$ cat src/dma_pkg.sv
// shared types and constants for the four channel transfer engine
package dma_pkg;
   localparam int NUM_CH = 4;
   localparam int ADDR_W = 16;
   // block of 65536 bytes is written as a zero block count
   localparam logic [16:0] BLK_FULL = 17'h10000;
   localparam logic [7:0] REP_ONE = 8'h01;
   // memory-mapped nonvolatile window; plain defaults
   localparam logic [ADDR_W-1:0] NVM_BASE = 16'h1000;
   localparam logic [ADDR_W-1:0] NVM_LAST = 16'h1FFF;

   typedef enum logic [1:0] {AM_STATIC = 2'h0, AM_INC = 2'h1, AM_DEC = 2'h2} addr_mode_t;
   typedef enum logic [1:0] {RL_NONE = 2'h0, RL_BURST = 2'h1, RL_BLOCK = 2'h2,
      RL_TXN = 2'h3} reload_t;
   typedef enum logic [1:0] {TS_SW = 2'h0, TS_PERIPH = 2'h1, TS_EVENT = 2'h2} trig_src_t;
   typedef enum logic [1:0] {ST_IDLE = 2'h0, ST_RD = 2'h1, ST_CAP = 2'h2,
      ST_WR = 2'h3} eng_state_t;

   typedef struct packed {
      trig_src_t trig_sel;
      logic single_shot;
      logic repeat_en;
      logic [7:0] repeat_cnt;
      logic [15:0] blk_cnt;
      logic [1:0] burst_sel;
      addr_mode_t src_mode;
      addr_mode_t dst_mode;
      reload_t src_reload;
      reload_t dst_reload;
      logic [ADDR_W-1:0] src_addr;
      logic [ADDR_W-1:0] dst_addr;
      logic crc_en;
      logic done_ie;
      logic err_ie;
   } ch_cfg_t;

   function automatic logic in_nvm(input logic [ADDR_W-1:0] a);
      in_nvm = (a >= NVM_BASE) && (a <= NVM_LAST);
   endfunction
endpackage

$ cat src/four_channel_dma_transaction_engine.sv
// four channel transfer engine sharing the data bus with the core
// Functional notes
// - four channels run independently and in parallel
// - each channel has its own settings
// - block length 1 byte to 64KB
// - repeat count 1-255, zero means unlimited
// - transaction of blocks, up to 16MB
// - bursts of 1, 2, 4 or 8 bytes
// - bus kept until burst completes
// - core wins the bus between bursts
// - static, incrementing or decrementing addresses
// - address reload per burst, block or transaction
// - start by software, peripheral or event
// - per-channel completion and error interrupts
// - paired channels hand over alternately
// - nonvolatile storage readable as a source
// - moved data optionally fed to checksum
// - trigger moves whole transaction or one burst
// - one trigger held pending, extras dropped
`timescale 1ns/10ps
module four_channel_dma_transaction_engine (
   input wire logic clock,
   input wire logic rst,
   input wire dma_pkg::ch_cfg_t [dma_pkg::NUM_CH-1:0] cfg,
   input wire logic [dma_pkg::NUM_CH-1:0] arm,
   input wire logic [dma_pkg::NUM_CH-1:0] abort,
   input wire logic [dma_pkg::NUM_CH-1:0] trig_sw,
   input wire logic [dma_pkg::NUM_CH-1:0] periph_req,
   input wire logic [dma_pkg::NUM_CH-1:0] evt,
   input wire logic [1:0] pair_en,
   input wire logic cpu_req,
   input wire logic nvm_off,
   input wire logic [7:0] mem_rdata,
   output logic bus_own_r,
   output logic [dma_pkg::ADDR_W-1:0] mem_addr_r,
   output logic mem_rd_r,
   output logic mem_wr_r,
   output logic [7:0] mem_wdata_r,
   output logic crc_valid_r,
   output logic [7:0] crc_data_r,
   output logic [dma_pkg::NUM_CH-1:0] done_irq_r,
   output logic [dma_pkg::NUM_CH-1:0] err_irq_r,
   output logic [dma_pkg::NUM_CH-1:0] busy
);
   import dma_pkg::*;

   eng_state_t st_r, st_nxt;
   logic [1:0] ch_r, ch_nxt, rr_r, rr_nxt, sel;
   logic [2:0] cnt_r, cnt_nxt;
   logic own_nxt, rd_nxt, wr_nxt, crc_v_nxt, found, burst_end;
   logic [ADDR_W-1:0] addr_nxt;
   logic [7:0] wdata_nxt, crc_d_nxt;
   logic [3:0] blen;
   logic [16:0] left_sel;
   logic [NUM_CH-1:0] req, done, err, take, step, fault, arm_int;
   logic [ADDR_W-1:0] src [NUM_CH];
   logic [ADDR_W-1:0] dst [NUM_CH];
   logic [16:0] left [NUM_CH];

   ////////////////////////////////////////////////////////////////////////////////
   for (genvar i = 0; i < NUM_CH; i++) begin : g_ch
      // the partner is armed from its own settings once this one finishes
      assign arm_int[i] = arm[i] || (pair_en[i/2] && done[i^1] && !busy[i]);
      dma_channel u_ch (
         .clock(clock),
         .rst(rst),
         .cfg(cfg[i]),
         .arm(arm_int[i]),
         .abort(abort[i]),
         .trig_sw(trig_sw[i]),
         .trig_periph(periph_req[i]),
         .trig_evt(evt[i]),
         .take(take[i]),
         .step(step[i]),
         .burst_end(burst_end),
         .fault(fault[i]),
         .req(req[i]),
         .busy_r(busy[i]),
         .done_r(done[i]),
         .err_r(err[i]),
         .src_r(src[i]),
         .dst_r(dst[i]),
         .left_r(left[i])
      );
   end

   ////////////////////////////////////////////////////////////////////////////////
   // round robin pick: the channel that moved last goes to the back
   always_comb begin
      logic [1:0] idx;
      idx = 2'h0;
      sel = 2'h0;
      found = 1'b0;
      for (int k = 0; k < NUM_CH; k++) begin
         idx = rr_r + 2'(k + 1);
         if (!found && req[idx]) begin
            sel = idx;
            found = 1'b1;
         end
      end
      left_sel = left[sel];
      blen = 4'h1 << cfg[sel].burst_sel;
      if (left_sel < 17'(blen)) begin
         blen = left_sel[3:0];
      end
   end

   always_comb begin
      st_nxt = st_r;
      ch_nxt = ch_r;
      rr_nxt = rr_r;
      cnt_nxt = cnt_r;
      own_nxt = bus_own_r;
      rd_nxt = 1'b0;
      wr_nxt = 1'b0;
      crc_v_nxt = 1'b0;
      addr_nxt = mem_addr_r;
      wdata_nxt = mem_wdata_r;
      crc_d_nxt = crc_data_r;
      take = '0;
      step = '0;
      fault = '0;
      burst_end = 1'b0;
      case (st_r)
         ST_IDLE: begin
            // a burst only starts on a cycle the core leaves the bus alone
            if (found && !cpu_req) begin
               take[sel] = 1'b1;
               ch_nxt = sel;
               cnt_nxt = 3'(blen - 4'h1);
               if (nvm_off && in_nvm(src[sel])) begin
                  fault[sel] = 1'b1;
               end else begin
                  st_nxt = ST_RD;
                  own_nxt = 1'b1;
                  rd_nxt = 1'b1;
                  addr_nxt = src[sel];
               end
            end
         end
         ST_RD: begin
            st_nxt = ST_CAP;
         end
         ST_CAP: begin
            if (!busy[ch_r]) begin
               st_nxt = ST_IDLE;
               own_nxt = 1'b0;
            end else if (in_nvm(dst[ch_r])) begin
               fault[ch_r] = 1'b1;
               st_nxt = ST_IDLE;
               own_nxt = 1'b0;
            end else begin
               st_nxt = ST_WR;
               wr_nxt = 1'b1;
               addr_nxt = dst[ch_r];
               wdata_nxt = mem_rdata;
               crc_v_nxt = cfg[ch_r].crc_en;
               crc_d_nxt = mem_rdata;
               step[ch_r] = 1'b1;
               burst_end = (cnt_r == 3'h0);
            end
         end
         ST_WR: begin
            // no look at cpu_req here: the bus stays ours to the burst's end
            if (cnt_r != 3'h0 && busy[ch_r]) begin
               cnt_nxt = cnt_r - 3'h1;
               st_nxt = ST_RD;
               rd_nxt = 1'b1;
               addr_nxt = src[ch_r];
            end else begin
               st_nxt = ST_IDLE;
               own_nxt = 1'b0;
               rr_nxt = ch_r;
            end
         end
         default: begin
            st_nxt = ST_IDLE;
            own_nxt = 1'b0;
         end
      endcase
   end

   always_ff @(posedge clock or posedge rst) begin
      if (rst) begin
         st_r <= ST_IDLE;
         ch_r <= 2'h0;
         rr_r <= 2'h3;
         cnt_r <= 3'h0;
         bus_own_r <= 1'b0;
         mem_addr_r <= '0;
         mem_rd_r <= 1'b0;
         mem_wr_r <= 1'b0;
         mem_wdata_r <= 8'h00;
         crc_valid_r <= 1'b0;
         crc_data_r <= 8'h00;
         done_irq_r <= '0;
         err_irq_r <= '0;
      end else begin
         st_r <= st_nxt;
         ch_r <= ch_nxt;
         rr_r <= rr_nxt;
         cnt_r <= cnt_nxt;
         bus_own_r <= own_nxt;
         mem_addr_r <= addr_nxt;
         mem_rd_r <= rd_nxt;
         mem_wr_r <= wr_nxt;
         mem_wdata_r <= wdata_nxt;
         crc_valid_r <= crc_v_nxt;
         crc_data_r <= crc_d_nxt;
         for (int i = 0; i < NUM_CH; i++) begin
            done_irq_r[i] <= done[i] && cfg[i].done_ie;
            err_irq_r[i] <= err[i] && cfg[i].err_ie;
         end
      end
   end
endmodule // four_channel_dma_transaction_engine

$ cat src/dma_channel.sv
// one transfer channel: triggers, counters, address generation
`timescale 1ns/10ps
module dma_channel (
   input wire logic clock,
   input wire logic rst,
   input wire dma_pkg::ch_cfg_t cfg,
   input wire logic arm,
   input wire logic abort,
   input wire logic trig_sw,
   input wire logic trig_periph,
   input wire logic trig_evt,
   input wire logic take,
   input wire logic step,
   input wire logic burst_end,
   input wire logic fault,
   output logic req,
   output logic busy_r,
   output logic done_r,
   output logic err_r,
   output logic [dma_pkg::ADDR_W-1:0] src_r,
   output logic [dma_pkg::ADDR_W-1:0] dst_r,
   output logic [16:0] left_r
);
   import dma_pkg::*;

   logic run_r, run_nxt, pend_r, pend_nxt, busy_nxt, done_nxt, err_nxt;
   logic [ADDR_W-1:0] src_nxt, dst_nxt, org_src_r, org_src_nxt, org_dst_r, org_dst_nxt;
   logic [16:0] left_nxt;
   logic [7:0] rep_r, rep_nxt;
   logic trig, blk_end, txn_end, inf;

   function automatic logic [ADDR_W-1:0] adv(input logic [ADDR_W-1:0] a, input addr_mode_t m);
      case (m)
         AM_INC: adv = a + 1'b1;
         AM_DEC: adv = a - 1'b1;
         default: adv = a;
      endcase
   endfunction

   function automatic logic hit(input reload_t r, input logic b, input logic k, input logic t);
      hit = (r == RL_BURST && b) || (r == RL_BLOCK && k) || (r == RL_TXN && t);
   endfunction

   assign req = busy_r && (run_r || pend_r);
   assign inf = cfg.repeat_en && (cfg.repeat_cnt == 8'h00);

   always_comb begin
      case (cfg.trig_sel)
         TS_SW: trig = trig_sw;
         TS_PERIPH: trig = trig_periph;
         TS_EVENT: trig = trig_evt;
         default: trig = 1'b0;
      endcase
   end

   ////////////////////////////////////////////////////////////////////////////////
   always_comb begin
      run_nxt = run_r;
      pend_nxt = pend_r;
      busy_nxt = busy_r;
      done_nxt = 1'b0;
      err_nxt = 1'b0;
      src_nxt = src_r;
      dst_nxt = dst_r;
      org_src_nxt = org_src_r;
      org_dst_nxt = org_dst_r;
      left_nxt = left_r;
      rep_nxt = rep_r;
      blk_end = step && (left_r == 17'h00001);
      txn_end = blk_end && !inf && (rep_r == REP_ONE);
      if (take && !run_r) begin
         pend_nxt = 1'b0;
         run_nxt = !cfg.single_shot;
      end
      // a new trigger on a busy channel is kept if the slot is free or freed this cycle; else dropped
      if (trig && busy_r && (!pend_r || (take && !run_r))) begin
         pend_nxt = 1'b1;
      end
      if (step) begin
         left_nxt = left_r - 17'h00001;
         src_nxt = hit(cfg.src_reload, burst_end, blk_end, txn_end) ? org_src_r
            : adv(src_r, cfg.src_mode);
         dst_nxt = hit(cfg.dst_reload, burst_end, blk_end, txn_end) ? org_dst_r
            : adv(dst_r, cfg.dst_mode);
      end
      if (blk_end) begin
         left_nxt = (cfg.blk_cnt == 16'h0000) ? BLK_FULL : {1'b0, cfg.blk_cnt};
         if (txn_end) begin
            busy_nxt = 1'b0;
            run_nxt = 1'b0;
            pend_nxt = 1'b0;
            done_nxt = 1'b1;
         end else begin
            if (!inf) begin
               rep_nxt = rep_r - 8'h01;
            end
            done_nxt = inf;
         end
      end
      if (arm) begin
         busy_nxt = 1'b1;
         run_nxt = 1'b0;
         pend_nxt = 1'b0;
         src_nxt = cfg.src_addr;
         dst_nxt = cfg.dst_addr;
         org_src_nxt = cfg.src_addr;
         org_dst_nxt = cfg.dst_addr;
         left_nxt = (cfg.blk_cnt == 16'h0000) ? BLK_FULL : {1'b0, cfg.blk_cnt};
         rep_nxt = cfg.repeat_en ? cfg.repeat_cnt : REP_ONE;
      end
      if (fault || (abort && busy_r)) begin
         busy_nxt = 1'b0;
         run_nxt = 1'b0;
         pend_nxt = 1'b0;
         err_nxt = fault || run_r;
      end
   end

   always_ff @(posedge clock or posedge rst) begin
      if (rst) begin
         run_r <= 1'b0;
         pend_r <= 1'b0;
         busy_r <= 1'b0;
         done_r <= 1'b0;
         err_r <= 1'b0;
         src_r <= '0;
         dst_r <= '0;
         org_src_r <= '0;
         org_dst_r <= '0;
         left_r <= BLK_FULL;
         rep_r <= REP_ONE;
      end else begin
         run_r <= run_nxt;
         pend_r <= pend_nxt;
         busy_r <= busy_nxt;
         done_r <= done_nxt;
         err_r <= err_nxt;
         src_r <= src_nxt;
         dst_r <= dst_nxt;
         org_src_r <= org_src_nxt;
         org_dst_r <= org_dst_nxt;
         left_r <= left_nxt;
         rep_r <= rep_nxt;
      end
   end
endmodule // dma_channel

$ cat config.mk
export PLATFORM = sky130hd
export DESIGN_NAME = four_channel_dma_transaction_engine
export DESIGN_NICKNAME = d
export VERILOG_FILES = /design/src/dma_pkg.sv /design/src/four_channel_dma_transaction_engine.sv /design/src/dma_channel.sv
export SDC_FILE = /design/constraint.sdc
export NUM_CORES = 2
export LEC_CHECK = 0
export ABC_AREA = 1
export BUFFER_PORTS_ARGS = -buffer_cell sky130_fd_sc_hd__buf_2
export CORE_MARGIN = 5
export CORE_UTILIZATION = 66
export CTS_BUF_LIST = sky130_fd_sc_hd__clkbuf_4 sky130_fd_sc_hd__clkbuf_8
export DETAILED_ROUTE_END_ITERATION = 8
export MAX_ROUTING_LAYER = met4
export PLACE_DENSITY = 0.95
export SLEW_MARGIN = 20
export SYNTH_ARGS = -nofsm -noshare
export SYNTH_HDL_FRONTEND = slang
export SYNTH_SLANG_ARGS = --single-unit
$ cat constraint.sdc
create_clock -name clock -period 44.5 [get_ports clock]
set_input_delay 8.9 -clock clock [delete_from_list [all_inputs] [get_ports clock]]
set_output_delay 8.9 -clock clock [all_outputs]
set_load 0.005 [all_outputs]
==> impl_metrics.yaml <==
clock_network:
  ctsResizeCount: 0
  ctsHoldBuffers: 0
  path_clk_slew_ns: 0.07
  clockBufferDepth: 3
  cts_buffers: 74
  clock_latency_ns: 0.67
  htree_levels: 3
  root_buffer: "clkbuf_8"
  cts_sinks: 421
  cts_tree: "built"
  post_cts_buffers: 0
timing:
  finalHoldViolations: 0
  fin_skew_ns: 0.0305
  drv_slew: 0
  finalCritPeriodShare_pct: 25.8
  worst_hold_slack_ns: 0.476
  fin_crit_ns: 11.47
  setup_tns_ns: 0
  slew-limit-headroom_pct: 26.1
  setup_viol: 0
  worst_slew_pin_slew_ns: 1.11
  fmax_mhz: 87.2
  rsz0062_at_grt: "no"
setup_path:
  crit_type: "input port to flip-flop"
  cpPeakStageDelay_ns: 0.56
  cp-start-kind: "input port"
  end_kind: "flip-flop"
  startpoint: "cfg[114]"
  worstPathArrival_ns: 11.99
  crit_top_cell: "nand2_1"
  rr_startpoint: "ch_r[0]"
  worstPathCellList: "buf_2, inv_1, ha_1, ha_1, a21oi_1, nand2_1, a21oi_1, o21ai_0, a21boi_0, o21ai_0, a21boi_0, o21ai_0, nand2_1, nand2_1, nand2_1, nand2_1, o21ai_0, a31oi_1"
  crit_required_ns: 45.02
  cp_slowest_cell: "ha_1"
  path_max_fanout: 16
power:
  power_density_nw_per_um2: 55.5
  power.total_mw: 1.82
  vdd_drop_max_uv: 34.0
  p_leak_nw: 16.4
finish:
  nNetsFinal: 4742
  syn_to_final_growth_pct: 12.8
  drive_gt1_share_pct: 15.3
logic_synthesis:
  yosysMostFrequentCell: "nand2_1"
  synthesis.area_um2: 29000
  synth_edf_count: 0
  ys_ff_latch: 421
  async_reset_ff_share_pct: 100
  synth_top_area_share_pct: 35.4
  synth_cell_types: 79
  yosys_warnings: 0
  synthFlopType: "dfrtp_1"
  synth_common_cells: "nand2_1 (962), dfrtp_1 (411), inv_1 (409), nor2_1 (355), o21ai_0 (348)"
  syn_avg_cell_area_um2: 7.33
  yosysTopAreaCell: "dfrtp_1"
  syn_inst: 3958
  ys_seq_area_share_pct: 36.3
  syn-num-nets: 4436
  synth.top_cells.by_area: "dfrtp_1 (35%), nand2_1 (12%), ha_1 (6.2%)"
detailed_routing:
  drt_iter0_markers: 3664
  finalWirelength_mm: 91.4
  dr.pass1.iters: 9
  post_drt_wl_per_cell_um: 18.6
  via_per_inst: 6.09
  ant_nets: 0
  drcViolationCount: 4
  vias: 29900
placement:
  gp_congestion: 1.06
  port_buffers: 373
  hpwl_mm: 67.6
outcome:
  failed_checks: "DRC"
  status: "complete, but fails checks"
floorplanning:
  num_rows: 76
  dieArea_um2: 48300
  dieWidth_um: 220
  die_h_um: 220
  io_pins: 374
  core-area_um2: 43300
  initial_core_util_pct: 67.1
min_path:
  holdCritStartpoint: "g_ch[0].u_ch.org_src_r[5]"
  hold_path.class: "flip-flop to flip-flop"
global_routing:
  grt_max_degree: 140
  grtUsageTotal_pct: 37.8
  grt_antenna_before_repair: 9
  grt_pass1_vias: 27400
  grt_overflow: 0
  grt_pass1_wl_mm: 142
job:
  maxCapViolCount: 0
==> metal layers <==
| metal | vias to the layer above | global-route usage (%) | share of wire [%] |
|---|---|---|---|
| met5 | - | - | 0 |
| met4 | 0 | 13.6 | 4.1 |
| met3 | 299 | 7.39 | 11 |
| met2 | 1671 | 58.3 | 45 |
| met1 | 14000 | 50.3 | 40 |
| li1 | 14000 | - | - |
==> layout make-up <==
class	count	area [µm²]
Inverter	432	1650
Antenna cell	11	27.5
Sequential cell	421	10500
Multi-Input combinational cell	2948	16100
Clock buffer	121	1530
Timing Repair Buffer	387	1970
Tap cell	585	732
Fill cell	3253	10500
Clock inverter	11	135
==> power breakdown <==
part	total (mW)	switching (mW)	internal, mW
clock	0.404	0.170	0.235
combinational	0.846	0.540	0.307
sequential	0.566	0.0961	0.470
==> flip-flops by register name (all words and copies together), names as in the netlist, 8 cells and up <==
name and flops:
g_ch.u_ch.left_r 68, g_ch.u_ch.dst_r 64, crc_data_r 8, g_ch.u_ch.org_dst_r 64
g_ch.u_ch.org_src_r 64, mem_addr_r 16, g_ch.u_ch.rep_r 32, g_ch.u_ch.src_r 64
==> per-stage QoR <==
step | instance area, µm² | setup WS [ns] | cells | util [%]
2_1_floorplan | 29000 | 23.90 | 3958 | -
3_3_place_gp | 31000 | 32.46 | 4773 | 71.8
3_5_place_dp | 31000 | 32.38 | 4773 | 71.8
4_1_cts | 32700 | 33.07 | 4905 | 75.6
5_1_grt | 32700 | 32.69 | 4914 | 75.7
6_report | 32700 | 33.03 | 4916 | 75.7
==> path summary, 6_finish.rpt <==
check,cells past startpoint,slack (ns),end
setup / recovery,18,33.03,g_ch[1].u_ch.src_r[15]
hold / removal,2,0.48,g_ch[0].u_ch.org_src_r[5]
setup reg to reg,18,39.33,g_ch[0].u_ch.src_r[5]
hold reg to reg,2,0.48,g_ch[0].u_ch.org_src_r[5]
max in group asynchronous,4,33.58,g_ch[0].u_ch.left_r[2]
min in group asynchronous,2,8.40,done_irq_r[2]
==> layout by cell type (no fill, tap or decap), types with 8 or more instances in the layout <==
cell and instances:
a31oi_1 137, clkbuf_4 21, o221ai_1 26, diode_2 11, nor2_1 355, o21a_1 9
dfrtp_1 411, clkbuf_8 100, a22oi_1 43, nor4_1 34, nand2_2 42, nor3_1 38
dfstp_2 10, inv_1 406, nand3_1 200, inv_2 18, o2111ai_1 13, a22o_1 10
xor2_1 81, o211ai_1 55, nand2_1 960, o21ai_1 9, nand4_1 29, a21oi_1 196
o21ai_0 348, xnor2_1 43, buf_2 373, nand3b_1 13, ha_1 144, or2_2 19
buf_4 14, fa_1 8, o22ai_1 32
==> critical path: cells and delay by family <==
family	cells	cell delay, ns
AO/OA/AOI/OAI	9	1.66
adder cells (fa/ha/maj)	2	0.96
AND/OR/NAND/NOR	5	0.32
buffers and inverters	2	0.13
==> logic make-up after synthesis <==
logic type,share of synthesized area [%]
mux,0.108
compound gates,19.0
xor+xnor,3.89
simple gates,25.7
buf+inv,8.24
flops,36.3
fa+ha+maj,6.76
Note: power is estimated with default switching activity, not from simulation.
